===== config.mk =====
export PLATFORM = sky130hd
export DESIGN_NAME = redriver_lane_control
export DESIGN_NICKNAME = d
export VERILOG_FILES = /design/src/redriver_pkg.sv /design/src/chan_cfg_decode.sv /design/src/pin_sync.sv /design/src/redriver_lane_control.sv
export SDC_FILE = /design/constraint.sdc
export NUM_CORES = 1
export LEC_CHECK = 0
export ABC_AREA = 0
export BUFFER_PORTS_ARGS = -buffer_cell sky130_fd_sc_hd__buf_2
export CAP_MARGIN = 10
export CORE_ASPECT_RATIO = 1.75
export CORE_MARGIN = 8
export CORE_UTILIZATION = 51
export DETAILED_ROUTE_END_ITERATION = 7
export GPL_TIMING_DRIVEN = 0
export PLACE_DENSITY_LB_ADDON = 0.05
export RECOVER_POWER = 100
export SYNTH_ARGS = -nofsm -noshare
export SYNTH_HDL_FRONTEND = slang
export SYNTH_SLANG_ARGS = --single-unit

===== constraint.sdc =====
create_clock -name clk -period 2.28 [get_ports clk]
set_clock_uncertainty 0.2 [all_clocks]
set_input_delay 0.684 -clock clk [delete_from_list [all_inputs] [get_ports clk]]
set_output_delay 0.684 -clock clk [all_outputs]
set_load 0.01 [all_outputs]

===== src/redriver_pkg.sv =====
// Overview of operation
// - Boost select: 00 gives none, 01 gives 3.5 dB, 1x gives 6 dB.
// - De-emphasis select: 00 gives none, 01 gives 3.5 dB, 1x gives 6 dB.
// - Power-up with enable high starts receiver detection with no trigger edge.
// - With enable high, either edge of the trigger starts detection.
// - During detection the part stays in standby with both outputs squelched.
// - Detection retries on both channels without limit until one channel finds a receiver.
// - After one channel detects, at most three more tries on the other.
// - A detected channel gets its driver and idle detection enabled.
// - Enable low means shutdown; detection is inactive and trigger is ignored.
// - An enabled channel squelches below the idle threshold, drives above it.
// - Each channel has its own swing select, applied independently.
// - Swing select 0 gives 1000 mV nominal, 1 gives reduced 750 mV.
// - Undriven enable and selects read low, giving standby and lowest settings.
`default_nettype none

package redriver_pkg;

  // ****************************************************************
  // Encodings
  // ****************************************************************

  // Gain level shared by equaliser boost and de-emphasis.
  typedef enum logic [1:0] {
    level_0db = 2'h0,
    level_3p5db = 2'h1,
    level_6db = 2'h2
  } level_type;

  // Output swing level.
  typedef enum logic {
    swing_1000mv = 1'h0,
    swing_750mv = 1'h1
  } swing_type;

  // Detection sequencer states.
  typedef enum logic [1:0] {
    st_off = 2'h0,
    st_probe = 2'h1,
    st_wait = 2'h2,
    st_run = 2'h3
  } det_state_type;

  // ****************************************************************
  // Carriers
  // ****************************************************************

  // Static pin settings of one channel.
  typedef struct packed {
    logic boost_sel_hi;
    logic boost_sel_lo;
    logic deemph_sel_hi;
    logic deemph_sel_lo;
    logic swing_sel;
  } chan_pins_type;

  // Decoded settings of one channel.
  typedef struct packed {
    level_type boost;
    level_type deemph;
    swing_type swing;
  } chan_cfg_type;

  // ****************************************************************
  // Constants
  // ****************************************************************

  localparam int clk_mhz = 10;
  localparam int probe_time_ns = 1000;
  localparam int probe_cycles = (probe_time_ns * clk_mhz + 999) / 1000;
  localparam logic [3:0] probe_cycles_w = 4'(probe_cycles);
  localparam logic [1:0] extra_tries = 2'h3;
  localparam logic [3:0] cnt_reset = 4'h0;
  localparam logic [1:0] tries_reset = 2'h0;
  localparam logic [2:0] sync_reset = 3'h0;

  // Shared decode of a two-bit select pair.
  function automatic level_type decode_level(input logic hi,
                                             input logic lo);
    if (hi) begin
      return level_6db;
    end
    return lo ? level_3p5db : level_0db;
  endfunction

endpackage

`default_nettype wire

===== src/chan_cfg_decode.sv =====
`timescale 1ns/1ps
`default_nettype none

// Registers the decoded analog settings of one channel.
module chan_cfg_decode (
  input wire logic clk,
  input wire logic rst_n,
  input wire logic ce,
  input wire redriver_pkg::chan_pins_type pins,
  output redriver_pkg::chan_cfg_type cfg
);

  wire redriver_pkg::chan_cfg_type next_cfg;

  assign next_cfg.boost = redriver_pkg::decode_level(pins.boost_sel_hi,
                                                     pins.boost_sel_lo);
  assign next_cfg.deemph = redriver_pkg::decode_level(pins.deemph_sel_hi,
                                                      pins.deemph_sel_lo);
  // swing level from the select bit.
  assign next_cfg.swing = pins.swing_sel ? redriver_pkg::swing_750mv
                                         : redriver_pkg::swing_1000mv;

  // Reset gives the lowest settings, as undriven pins do.
  always_ff @(posedge clk) begin
    if (!rst_n) begin
      cfg <= '0;
    end else if (ce) begin
      cfg <= next_cfg;
    end
  end

endmodule

`default_nettype wire


===== src/pin_sync.sv =====
`timescale 1ns/1ps
`default_nettype none

// Three-stage synchroniser; the output only moves when stages two and
// three agree, so a metastable first stage never reaches the logic.
module pin_sync (
  input wire logic clk,
  input wire logic rst_n,
  input wire logic ce,
  input wire logic pin,
  output logic level
);

  logic [2:0] stage;
  wire agree = (stage[1] == stage[2]);

  // Shift the pin through the stages.
  always_ff @(posedge clk) begin
    if (!rst_n) begin
      stage <= redriver_pkg::sync_reset;
    end else if (ce) begin
      stage <= {stage[1], stage[0], pin};
    end
  end

  // Accept a new level only once the later stages agree.
  always_ff @(posedge clk) begin
    if (!rst_n) begin
      level <= 1'b0;
    end else if (ce && agree) begin
      level <= stage[2];
    end
  end

endmodule

`default_nettype wire


===== src/redriver_lane_control.sv =====
`timescale 1ns/1ps
`default_nettype none

// Control for a two-channel redriver: setting decode, receiver detection
// sequencing and output gating. Channel index 0 is A, 1 is B.
module redriver_lane_control (
  input wire logic clk,
  input wire logic rst_n,
  input wire logic ce,
  input wire logic enable,
  input wire logic rx_probe_trigger,
  input wire redriver_pkg::chan_pins_type pins_a,
  input wire redriver_pkg::chan_pins_type pins_b,
  input wire logic [1:0] probe_found,
  input wire logic [1:0] above_idle_threshold,
  output redriver_pkg::chan_cfg_type cfg_a,
  output redriver_pkg::chan_cfg_type cfg_b,
  output logic [1:0] probe_active,
  output logic probe_strobe,
  output logic standby,
  output logic [1:0] driver_en,
  output logic [1:0] idle_detect_en,
  output logic [1:0] out_active,
  output logic [1:0] detected
);

  // ****************************************************************
  // Input synchronisation
  // ****************************************************************

  logic en_s;
  logic trig_s;
  logic [1:0] found_s;
  logic [1:0] above_s;
  logic trig_prev;

  // pins are pulled low off chip; reset reads them as low too.
  pin_sync u_sync_en (
    .clk(clk),
    .rst_n(rst_n),
    .ce(ce),
    .pin(enable),
    .level(en_s)
  );

  // trigger synchronised before its edge is compared.
  pin_sync u_sync_trig (
    .clk(clk),
    .rst_n(rst_n),
    .ce(ce),
    .pin(rx_probe_trigger),
    .level(trig_s)
  );

  pin_sync u_sync_found0 (
    .clk(clk),
    .rst_n(rst_n),
    .ce(ce),
    .pin(probe_found[0]),
    .level(found_s[0])
  );

  pin_sync u_sync_found1 (
    .clk(clk),
    .rst_n(rst_n),
    .ce(ce),
    .pin(probe_found[1]),
    .level(found_s[1])
  );

  pin_sync u_sync_above0 (
    .clk(clk),
    .rst_n(rst_n),
    .ce(ce),
    .pin(above_idle_threshold[0]),
    .level(above_s[0])
  );

  pin_sync u_sync_above1 (
    .clk(clk),
    .rst_n(rst_n),
    .ce(ce),
    .pin(above_idle_threshold[1]),
    .level(above_s[1])
  );

  // ****************************************************************
  // Strap pin synchronisation
  // ****************************************************************

  // Strap selects are asynchronous pins too. Each bit has its own
  // synchroniser, so a pair that changes together can decode to a mixed
  // code for a cycle; straps are static in use, so that cost is accepted.
  localparam int strap_bits = $bits(redriver_pkg::chan_pins_type);
  wire redriver_pkg::chan_pins_type pins_a_s;
  wire redriver_pkg::chan_pins_type pins_b_s;

  for (genvar i = 0; i < strap_bits; i++) begin : g_strap
    pin_sync u_sync_a (
      .clk(clk),
      .rst_n(rst_n),
      .ce(ce),
      .pin(pins_a[i]),
      .level(pins_a_s[i])
    );
    pin_sync u_sync_b (
      .clk(clk),
      .rst_n(rst_n),
      .ce(ce),
      .pin(pins_b[i]),
      .level(pins_b_s[i])
    );
  end

  // ****************************************************************
  // Setting decode
  // ****************************************************************

  // each channel decodes its own swing and settings.
  chan_cfg_decode u_cfg_a (
    .clk(clk),
    .rst_n(rst_n),
    .ce(ce),
    .pins(pins_a_s),
    .cfg(cfg_a)
  );

  chan_cfg_decode u_cfg_b (
    .clk(clk),
    .rst_n(rst_n),
    .ce(ce),
    .pins(pins_b_s),
    .cfg(cfg_b)
  );

  // ****************************************************************
  // Detection sequencer
  // ****************************************************************

  // A sequence alternates probe and wait until both channels are found,
  // or until the retry budget for the second channel runs out. Trigger
  // edges inside a sequence are not queued: the sequence already covers
  // every channel that has not answered, so a second start would only
  // restart the wait for the same receivers.

  redriver_pkg::det_state_type state;
  redriver_pkg::det_state_type next_state;
  logic [3:0] cnt;
  logic [1:0] tries;
  logic [1:0] next_detected;
  logic [1:0] pending;
  logic power_up;

  // Trigger edge in either direction, seen only while enabled.
  // rising or falling edge counts.
  wire trig_edge = (trig_s != trig_prev);
  // with enable low the trigger is ignored.
  wire start_req = en_s && (trig_edge || power_up);
  wire probe_done = (cnt == redriver_pkg::probe_cycles_w);
  wire [1:0] hits = found_s & pending;
  wire [1:0] new_det = detected | hits;
  // one channel found, the other gets three more tries.
  wire one_found = (new_det != 2'h0) && (new_det != 2'h3);
  wire give_up = one_found && (tries == redriver_pkg::extra_tries);
  wire all_done = (new_det == 2'h3) || give_up;

  // The power-up flag is consumed by the first enabled cycle.
  // power-up with enable high starts detection.
  always_ff @(posedge clk) begin
    if (!rst_n) begin
      power_up <= 1'b1;
    end else if (ce && en_s) begin
      power_up <= 1'b0;
    end
  end

  // Remember the previous trigger level for edge compare.
  always_ff @(posedge clk) begin
    if (!rst_n) begin
      trig_prev <= 1'b0;
    end else if (ce) begin
      trig_prev <= trig_s;
    end
  end

  // Next-state logic; probe and wait alternate until done.
  always_comb begin
    next_state = state;
    case (state)
      redriver_pkg::st_off: begin
        if (start_req) begin
          next_state = redriver_pkg::st_probe;
        end
      end
      redriver_pkg::st_probe: begin
        if (probe_done) begin
          next_state = redriver_pkg::st_wait;
        end
      end
      // retry until every pending channel is found, or until one is and the other has had three more tries.
      redriver_pkg::st_wait: begin
        if (all_done) begin
          next_state = redriver_pkg::st_run;
        end else begin
          next_state = redriver_pkg::st_probe;
        end
      end
      redriver_pkg::st_run: begin
        if (trig_edge) begin
          next_state = redriver_pkg::st_probe;
        end
      end
      default: begin
        next_state = redriver_pkg::st_off;
      end
    endcase
    if (!en_s) begin
      next_state = redriver_pkg::st_off;
    end
  end

  // detected flags cleared by enable low or a new start.
  assign next_detected = !en_s ? 2'h0 :
    (state == redriver_pkg::st_wait) ? new_det :
    ((state != redriver_pkg::st_probe) && (next_state ==
      redriver_pkg::st_probe)) ? 2'h0 : detected;

  // State, detected flags and retry counter.
  always_ff @(posedge clk) begin
    if (!rst_n) begin
      state <= redriver_pkg::st_off;
      detected <= 2'h0;
      tries <= redriver_pkg::tries_reset;
    end else if (ce) begin
      state <= next_state;
      detected <= next_detected;
      if (next_state != redriver_pkg::st_wait &&
          state != redriver_pkg::st_wait) begin
        tries <= tries;
      end else if (state == redriver_pkg::st_wait && one_found) begin
        tries <= tries + 2'h1;
      end
      if (next_state == redriver_pkg::st_off ||
          (state != redriver_pkg::st_probe &&
           state != redriver_pkg::st_wait &&
           next_state == redriver_pkg::st_probe)) begin
        tries <= redriver_pkg::tries_reset;
      end
    end
  end

  // Probe-interval counter, restarted every attempt.
  always_ff @(posedge clk) begin
    if (!rst_n) begin
      cnt <= redriver_pkg::cnt_reset;
    end else if (ce) begin
      if (state == redriver_pkg::st_probe && !probe_done) begin
        cnt <= cnt + 4'h1;
      end else begin
        cnt <= redriver_pkg::cnt_reset;
      end
    end
  end

  // Channels still waiting for a receiver during this sequence.
  assign pending = ~detected;

  // ****************************************************************
  // Output gating
  // ****************************************************************

  // Gating follows the state being entered, so the outputs drop at the
  // same edge that leaves run; a one-cycle lag would leave a driver on
  // while detection has already restarted or enable has gone low.
  wire enter_run = (next_state == redriver_pkg::st_run);
  wire [1:0] next_live = enter_run ? next_detected : 2'h0;

  // Probe requests are combinational handshake outputs.
  assign probe_active = (state == redriver_pkg::st_probe) ? pending : 2'h0;
  assign probe_strobe = (state == redriver_pkg::st_probe) && (cnt == 4'h0);

  // standby and squelch while detection runs or when disabled.
  always_ff @(posedge clk) begin
    if (!rst_n) begin
      standby <= 1'b1;
      driver_en <= 2'h0;
      idle_detect_en <= 2'h0;
      out_active <= 2'h0;
    end else if (ce) begin
      standby <= !enter_run;
      // a detected channel gets driver and idle detection.
      driver_en <= next_live;
      idle_detect_en <= next_live;
      out_active <= next_live & above_s;
    end
  end

endmodule

`default_nettype wire


# Word-level counts from Yosys, hierarchy flattened
# Cells that the tools add are included.
[totals] ram_bits=0 output_inout_bits=22 memories=0 romBits=0 latch_bits=0 word_cells=154 register_bits=91
[op_classes] n_lt_le_gt_ge=0 reduce_logical=38 shift=0 n_eq_ne=30 div_mod_pow=0 add_sub_neg=2 n_mux=33 n_mul=0 n_bitwise=4
[ops] operator="two-way mux 2 bit" count=21
[ops] operator="logical AND 1 bit" count=27
[ops] operator="equality test 1 bit" count=16
[ops] operator="equality test 2 bit (second input constant)" count=5
[ops] operator="two-way mux 1 bit" count=10
[ops] operator="one-hot mux 2 bit (4 select lines)" count=1
[ops] operator="inequality test 2 bit (second input constant)" count=3
[ops] operator="adder 4 x 1 -> 4 bit (second input constant)" count=1
[ops] operator="bitwise AND 2 bit" count=2
[ops] operator="equality test 2 x 1 -> 1 bit (second input constant)" count=2
[ops] operator="equality test 4 bit (second input constant)" count=1
[ops] operator="logical NOT 2 bit" count=2
[ops] operator="logical NOT 4 bit" count=1
[ops] operator="two-way mux 4 bit" count=1
[ops] operator="inequality test 2 x 1 -> 1 bit (second input constant)" count=2
[ops] operator="nonzero test 2 bit" count=2
[ops] operator="logical OR 1 bit" count=3
[ops] operator="AND reduction 3 bit" count=1
[ops] operator="adder 2 x 1 -> 2 bit (second input constant)" count=1
[ops] operator="logical NOT 1 bit" count=2
[ops] operator="NOT 2 bit" count=1
[ops] operator="OR 2 bit" count=1
[ops] operator="inequality test 1 bit" count=1

# Depth between registers and ports, before layout
# Gate-level depths: netlist (run 1).
[logic_depth] depth_word=17 mapped_depth=7 mapped_depth_nobuf=6

# Cells and area by module
# From an unflattened synthesis (run 1), not the netlist that was laid out.
[unflattened] hier_cells=381 hier_area_um2=3953.8
[modules_own_cells] mod="pin_sync" n_inst=16 area_per_inst_um2=158.9 cells_per_inst=14
[modules_own_cells] mod="redriver_lane_control" n_inst=1 area_per_inst_um2=1011.0 cells_per_inst=121
[modules_own_cells] mod="chan_cfg_decode" n_inst=2 area_per_inst_um2=200.2 cells_per_inst=18

# Worst setup path before layout (run 1)
# OpenSTA, ideal clock, no wires.
[synth_path] path_type="reg-to-reg" start="reg detected[0]" end="reg out_active[0]" path_stages_with_launch=8 synth_period_minus_slack_ns=2.013 path_slack_ns=0.267 path_buffers=1 arrival_ns=1.718 path_cell_list="dfxtp_1 -> or2_1 -> ha_1 -> a21o_1 -> nand2_1 -> a311o_1 -> buf_6 -> o41ai_2"
[synth_between] elab_chain_cells=17 elab_cells_between_ends=20
[synth_rtl] item="start: declaration" line_no="redriver_lane_control.sv:24" text="output logic [1:0] detected"
[synth_rtl] item="start signal: assignment" line_no="redriver_lane_control.sv:236" text="detected <= next_detected;"
[synth_rtl] item="NOT 2 bit" line_no="redriver_lane_control.sv:266" text="assign pending = ~detected;"
[synth_rtl] item="bitwise AND 2 bit" line_no="redriver_lane_control.sv:160" text="wire [1:0] hits = found_s & pending;"
[synth_rtl] item="OR 2 bit" line_no="redriver_lane_control.sv:161" text="wire [1:0] new_det = detected | hits;"
[synth_rtl] item="inequality test 2 bit / nonzero test 2 bit (equally long branches)" line_no="redriver_lane_control.sv:163" text="wire one_found = (new_det != 2'h0) && (new_det != 2'h3);"
[synth_rtl] item="logical AND 1 bit" line_no="redriver_lane_control.sv:163"
[synth_rtl] item="logical AND 1 bit" line_no="redriver_lane_control.sv:164" text="wire give_up = one_found && (tries == redriver_pkg::extra_tries);"
[synth_rtl] item="logical OR 1 bit" line_no="redriver_lane_control.sv:165" text="wire all_done = (new_det == 2'h3) || give_up;"
[synth_rtl] item="two-way mux 2 bit" line_no="redriver_lane_control.sv:202" text="if (all_done) begin"
[synth_rtl] item="one-hot mux 2 bit (4 select lines)" line_no="redriver_lane_control.sv:189" text="case (state)"
[synth_rtl] item="two-way mux 2 bit" line_no="redriver_lane_control.sv:217" text="if (!en_s) begin"
[synth_rtl] item="equality test 2 x 1 -> 1 bit" line_no="redriver_lane_control.sv:225" text="((state != redriver_pkg::st_probe) && (next_state =="
[synth_rtl] item="logical AND 1 bit" line_no="redriver_lane_control.sv:225"
[synth_rtl] item="two-way mux 2 bit" line_no="redriver_lane_control.sv:226" text="redriver_pkg::st_probe)) ? 2'h0 : detected;"
[synth_rtl] item="two-way mux 2 bit" line_no="redriver_lane_control.sv:224" text="(state == redriver_pkg::st_wait) ? new_det :"
[synth_rtl] item="two-way mux 2 bit" line_no="redriver_lane_control.sv:223" text="assign next_detected = !en_s ? 2'h0 :"
[synth_rtl] item="two-way mux 2 bit (*)" line_no="redriver_lane_control.sv:276" text="wire [1:0] next_live = enter_run ? next_detected : 2'h0;"
[synth_rtl] item="bitwise AND 2 bit (*)" line_no="redriver_lane_control.sv:294" text="out_active <= next_live & above_s;"
[synth_rtl] item="end signal: assignment" line_no="redriver_lane_control.sv:294"
[synth_rtl] item="end: declaration" line_no="redriver_lane_control.sv:23" text="output logic [1:0] out_active,"
# Mark *: on every way between the ends. The rest lies on a longest branch, timed or not.
# A chain may end at the register's enable or synchronous reset.

# Worst setup path in the final report (run 1)
[layout_path] start="reg state[0]" end="out probe_strobe"
[layout_between] elab_chain_cells=2
[layout_rtl] item="start: declaration" line_no="redriver_lane_control.sv:146" text="redriver_pkg::det_state_type state;"
[layout_rtl] item="start signal: assignment" line_no="redriver_lane_control.sv:231" text="state <= redriver_pkg::st_off;"
[layout_rtl] item="start signal: assignment" line_no="redriver_lane_control.sv:235" text="state <= next_state;"
[layout_rtl] item="equality test 2 x 1 -> 1 bit" line_no="redriver_lane_control.sv:280" text="assign probe_strobe = (state == redriver_pkg::st_probe) && (cnt == 4'h0);"
[layout_rtl] item="logical AND 1 bit" line_no="redriver_lane_control.sv:280"
[layout_rtl] item="end: declaration" line_no="redriver_lane_control.sv:19" text="output logic probe_strobe,"
# No other way between the ends.

==> results.json, run 1 <==
{
  "yosysTopAreaCellShare_pct": 48.7,
  "coreArea_um2": 7180,
  "die_h_um": 129,
  "p_int_mw": 2.55,
  "initial_core_util_pct": 52.1,
  "max_freq_mhz": 455,
  "antenna_found_initial": 0,
  "cts_sinks": 91,
  "synth-xor-area-share_pct": 0.669,
  "reg2reg_from": "detected[0]$_SDFFE_PN0P_",
  "cts_tree": "done",
  "hp-class": "register to register",
  "outcome": "complete, no violations",
  "startpoint": "state[0]$_SDFFE_PN0P_",
  "r2r_cells": 7,
  "slowest_stage": "dfxtp_2",
  "wl_met3_um": 360,
  "finalPower_mw": 3.24,
  "fin_crit_sh_pct": 96.3,
  "muxShareOfSynthArea_pct": 13.9,
  "grt_usage_pct": 17.0,
  "synth_area_leaders": "dfxtp_1 49%, mux2i_1 14%, nor2_1 5.9%, a21oi_1 4.0%, ha_1 3.0%",
  "top_layer_used": "met4",
  "layout-drive-gt1-share_pct": 12.5,
  "final_common_cell": "dfxtp_1",
  "h-tree-depth": 3,
  "drv_slew": 0,
  "power_frac_clock_pct": 44.2,
  "hold_depth": 2,
  "synthesis.nets": 426,
  "hpwlAfterDp_um": 6070,
  "crit_family": "flip-flops",
  "slew_headroom_pct": 54.5,
  "cts_buffers": 9,
  "synth_compound_area_share_pct": 14.7,
  "cp_num_buf_inv": 1,
  "clk_latency_ns": 0.34,
  "yosysWarnings": 0,
  "vdd.ir_drop.worst_v": 0.000511,
  "pwr-share-seq_pct": 50.6,
  "power_density_nw_per_um2": 745,
  "postSynthAreaPerCell_um2": 9.40,
  "p_leak_nw": 1.89,
  "worstHoldStart": "u_cfg_b.cfg[1]$_SDFFE_PN0P_",
  "met2_length_um": 4490,
  "die_area_um2": 10400,
  "min_period_ns": 2.20,
  "start_kind": "register",
  "finish.utilization_pct": 60.5,
  "setup_ws_ns": 0.0843,
  "wl_met1_um": 3510,
  "cp.depth": 4,
  "critPathKind": "register to output port",
  "max_stage_delay_ns": 0.41,
  "overflow": 0,
  "pwr-share-comb_pct": 5.2,
  "ys_ff_latch": 91,
  "worst_ep_arrival_time_ns": 1.31,
  "crit_fanout": 7,
  "synth_top_family_by_area": "simple AND/OR/NAND/NOR gates",
  "cts_hold_buf": 0,
  "syn_to_final_growth_pct": 16.2,
  "gp_congestion": 0.792,
  "tightest_slew_ns": 0.682,
  "firstDrtPassIters": 4,
  "endpoint_kind": "output port",
  "ys_types": 44,
  "clk_pin_slew_ns": 0.06,
  "syn_area_um2": 3740,
  "timing.hold.ws_ns": 0.263,
  "yosysSeqAreaShare_pct": 48.7,
  "required_ns": 1.40,
  "setup-violations-final": 0,
  "grt_pass1_wl_um": 13900,
  "cts-root-buf": "clkbuf_16",
  "wire_per_inst_um": 15.8,
  "yosys.area.top_type": "dfxtp_1",
  "dp_slack_ns": -0.207,
  "synth_simple_gate_area_share_pct": 14.8,
  "io_buffer_count": 40,
  "grt_max_degree": 14,
  "viasPerCell": 5.49,
  "die_w_um": 80.7,
  "grt_pass1_vias": 2973,
  "drc": 0,
  "cp_cell_sequence": "ha_4 -> nand2_1 -> nor3_2 -> buf_2",
  "syn-instance-count": 398,
  "drt_iter0_markers": 158,
  "fillers": 668,
  "fin_nets": 480,
  "switching_share_pct": 21.4,
  "vias": 2969,
  "wl_um": 8550,
  "num_io_pins": 41,
  "synth-adder-area-share_pct": 3.01,
  "hold_violations": 0,
  "final_cell_mix": "89 x dfxtp_1, 59 x nor2_1, 52 x mux2i_1, 36 x clkbuf_1, 30 x a21oi_1",
  "p_switching_mw": 0.694,
  "final_antenna_net_count": 0,
  "cap_violations": 0,
  "diodes": 0,
  "clock_path_buffers": 2,
  "rows": 41
}
==> power groups by stage <==
stage	clock network (mW)	logic [mW]	registers [mW]
6_report	1.43	0.168	1.64
2_1_floorplan	0	0.115	1.67
3_5_place_dp	0	0.170	1.68
5_1_grt	1.52	0.185	1.64
3_3_place_gp	0	0.168	1.68
4_1_cts	1.45	0.170	1.64
==> path summary, 6_finish.rpt <==
| check | endpoint | slack (ns) |
|---|---|---|
| worst max-delay path | probe_strobe | 0.08 |
| worst min-delay path | u_cfg_b.cfg[1]$_SDFFE_PN0P_ | 0.26 |
| worst min register to register | u_cfg_b.cfg[1]$_SDFFE_PN0P_ | 0.26 |
| worst max register to register | out_active[1]$_SDFFE_PN0P_ | 0.11 |
==> worst register-to-register path, delay by kind of cell (launching register included) <==
family                   cells  cell delay, ns
flip-flops                   1            0.35
adder cells (fa/ha/maj)      1            0.31
AO/OA/AOI/OAI                3            0.76
AND/OR/NAND/NOR              2            0.31
buffers and inverters        1            0.15
==> layer usage <==
metal | track usage (%) | vias to the layer above
met5 | 0 | -
met1 | 17.9 | 1418
met4 | 7.72 | 0
met2 | 30.1 | 51
li1 | - | 1488
met3 | 4.44 | 12
==> registers in the layout, indices dropped and copies added (netlist names), 2 cells and up <==
| register | count |
|---|---|
| tries | 2 |
| state | 2 |
| u_cfg_a.cfg | 5 |
| out_active | 2 |
| g_strap.u_sync_a.level | 5 |
| idle_detect_en | 2 |
| u_sync_above0.stage | 3 |
| g_strap.u_sync_b.stage | 15 |
| u_sync_above1.stage | 3 |
| detected | 2 |
| u_sync_trig.stage | 3 |
| u_sync_en.stage | 3 |
| u_sync_found1.stage | 3 |
| u_sync_found0.stage | 3 |
| g_strap.u_sync_b.level | 5 |
| g_strap.u_sync_a.stage | 15 |
| u_cfg_b.cfg | 5 |
| cnt | 4 |
==> Yosys cell counts (all sizes together) <==
cell / instances
nor2: 59
a311o: 1
or3: 1
or2: 2
clkbuf: 14
o31ai: 1
nand2: 29
a311oi: 2
a211oi: 2
inv: 9
a31oi: 2
a21oi: 30
a31o: 1
xnor2: 1
nand3: 11
a21o: 13
xor2: 1
nor3: 1
nand4b: 1
nand4: 1
buf: 12
nor4: 2
dfxtp: 91
nor2b: 4
o41ai: 4
o32a: 1
o21a: 1
nand3b: 4
a32oi: 1
o32ai: 1
nor4b: 1
and2: 5
o21ai: 23
nor3b: 2
ha: 9
and3b: 1
mux2i: 52
a21boi: 1
a21bo: 1
==> timing repair <==
action,4_1_cts,5_1_grt
endpoints found under the setup margin,3,2
resized for setup,8,2
endpoints found under the hold margin,0,0
pin swaps,0,1
cloned,0,0
setup buffers,2,2
==> through the flow <==
stage / cell area, um^2 / setup TNS, ns / instances
2_1_floorplan: 3740 / 0 / 398
3_3_place_gp: 4050 / -7.57 / 524
3_5_place_dp: 4050 / -7.03 / 524
4_1_cts: 4360 / 0 / 540
5_1_grt: 4350 / -0.000225 / 541
6_report: 4350 / 0 / 541
==> cell type report <==
class,instances,area (um^2),area share (%)
Timing Repair Buffer,44,205,4.72
Clock inverter,3,40.0,0.921
Clock buffer,11,243,5.58
Sequential cell,91,1830,42.0
Inverter,9,33.8,0.777
Multi-Input combinational cell,272,1780,40.8
Buffer,25,116,2.68
Tap cell,86,108,2.47
==> kinds of logic (layout without fill, tap and decap cells) <==
kind of cell / after synthesis / count (layout)
AOI/OAI and AO/OA: 85 / 85
buffers and inverters: 35 / 92
muxes: 52 / 52
DFF: 91 / 91
and+or+nand+nor: 124 / 124
adders and majority gates: 9 / 9
xor gates and xnor gates: 2 / 2
Note: power is estimated with default switching activity, not from simulation.
==> run 2, diff against run 1 <==
CELL_PAD_IN_SITES_DETAIL_PLACEMENT = 0   (was unset)
CELL_PAD_IN_SITES_GLOBAL_PLACEMENT = 1   (was unset)
CORE_UTILIZATION = 48   (was 51)
clock period = 2.7 ns   (was 2.28 ns; I/O delays follow)
==> run 2 against run 1 <==
  * Hold slack got worse by 0.0011 ns
  * Core utilization down 4.4 points
  * Sequential cell count did not move
  * Die area is 5.2% higher
  * Non-clock buffer count shrank 4
==> results.json, run 2 (synthesis results as in run 1) <==
{
  "outcome": "complete, no violations",
  "layout-drive-gt1-share_pct": 9.29,
  "cap_violations": 0,
  "die_w_um": 82.7,
  "post_dp_cell_area_um2": 4050,
  "io_buffer_count": 40,
  "cts-root-buf": "clkbuf_16",
  "switching_share_pct": 21.9,
  "final_cell_mix": "91 x dfxtp_1, 59 x nor2_1, 52 x mux2i_1, 41 x clkbuf_1, 30 x a21oi_1",
  "final_antenna_net_count": 0,
  "setup_ws_ns": 0.155,
  "setup-violations-final": 0,
  "stdcell_area_um2": 4250,
  "overflow": 0,
  "firstDrtPassIters": 4,
  "clock_path_buffers": 2,
  "pwr-share-seq_pct": 52.5,
  "placed_cells": 526,
  "power_frac_clock_pct": 42.1,
  "vias": 2853,
  "clk_latency_ns": 0.33,
  "finalSetupTns_ns": 0,
  "endpoint_kind": "output port",
  "cts_sinks": 91,
  "tightest_slew_ns": 0.829,
  "final_common_cell": "dfxtp_1",
  "start_kind": "register",
  "top_regs": "g_strap.u_sync_a.stage x15, g_strap.u_sync_b.stage x15",
  "pwr-share-comb_pct": 5.3,
  "die_h_um": 133,
  "antenna_found_initial": 0,
  "hold_violations": 0,
  "rsz0062_at_grt": "no",
  "layout.area.seq_um2": 1820,
  "wl_um": 8340,
  "power_density_nw_per_um2": 621,
  "required_ns": 1.69,
  "finish.utilization_pct": 56.2,
  "met2_length_um": 4350,
  "rows": 42,
  "clk_pin_slew_ns": 0.06,
  "cts_hold_buf": 0,
  "drv_slew": 0,
  "drc": 0,
  "hold_depth": 2,
  "multi_input_area_um2": 1740,
  "crit_fanout": 11,
  "wl_met3_um": 330,
  "p_switching_mw": 0.578,
  "slew_headroom_pct": 44.8,
  "critPathKind": "register to output port",
  "hp-class": "register to register",
  "num_io_pins": 41,
  "syn_to_final_growth_pct": 13.6,
  "top_layer_used": "met4",
  "cts_tree": "done",
  "grt_pass1_wl_um": 13300,
  "r2r_cells": 6,
  "gp_congestion": 0.817,
  "min_period_ns": 2.54,
  "fin_crit_sh_pct": 94.3,
  "timing.hold.ws_ns": 0.262,
  "initial_core_util_pct": 49.4,
  "cts_setup_buffers": 0,
  "die_area_um2": 11000,
  "finalNonFillerCells": 540,
  "viasPerCell": 5.28,
  "cts_buffers": 9,
  "worst_ep_arrival_time_ns": 1.53,
  "vdd.ir_drop.worst_v": 0.000465,
  "grt_usage_pct": 15.8,
  "grt_max_degree": 14,
  "fin_nets": 476,
  "drt_iter0_markers": 161,
  "dp_slack_ns": 0.0938,
  "fillers": 724,
  "p_int_mw": 2.06,
  "finalPower_mw": 2.64,
  "diodes": 0,
  "grt_pass1_vias": 2793,
  "p_leak_nw": 1.83,
  "max_freq_mhz": 393,
  "coreArea_um2": 7570,
  "hpwlAfterDp_um": 6160,
  "wire_per_inst_um": 15.4,
  "h-tree-depth": 3,
  "wl_met1_um": 3490
}
-- run 2: changes by cell type in the layout (fill, tap and decap cells not counted), moves of 2 or more --
cell      previous run  this run
buf_2               24        18
buf_4                6         1
clkbuf_1            36        41
and2_0               0         4
and2_1               5         1
o21ai_0             21        18
o21ai_1              2         5
clkbuf_2             2         4
dfxtp_1             89        91
o41ai_1              1         3
o41ai_2              3         1
-- run 2: worst paths after layout --
check | start | to | slack (ns)
max | state[1]$_SDFFE_PN0P_ | probe_strobe | 0.16
min | power_up$_SDFFE_PN1P_ | power_up$_SDFFE_PN1P_ | 0.26
max reg2reg | state[1]$_SDFFE_PN0P_ | out_active[0]$_SDFFE_PN0P_ | 0.38
min reg2reg | power_up$_SDFFE_PN1P_ | power_up$_SDFFE_PN1P_ | 0.26
-- run 2: critical path: stages (launching register included) --
cell	delay, ns
dfxtp_1	0.37
inv_1	0.11
ha_1	0.36
nand2_1	0.08
nor3_1	0.13
buf_2	0.15
-- run 2: metal layers --
layer / vias up / track usage [%]
met1: 1317 / 17.1
met2: 49 / 27.4
met5: - / 0
met4: 0 / 7.24
li1: 1475 / -
met3: 12 / 3.66
-- run 2: power by group through the flow --
stage	registers, mW	logic [mW]	clock network (mW)
2_1_floorplan	1.41	0.0973	0
3_3_place_gp	1.41	0.143	0
3_5_place_dp	1.42	0.144	0
4_1_cts	1.39	0.145	1.15
5_1_grt	1.39	0.154	1.19
6_report	1.39	0.141	1.11
-- run 2: cell type report --
cell class	count	share of cell area, %
buffer	25	2.50
clock buffer	12	5.80
clock inverter	3	0.353
inverter	9	0.795
multi-input combinational	272	41.0
sequential	91	42.9
tap	88	2.59
timing repair buffer	40	4.06
-- run 2: timing repair --
item	4_1_cts	5_1_grt
setup endpoints to repair	1	0
resized for setup	0	0
hold endpoints to repair	0	0
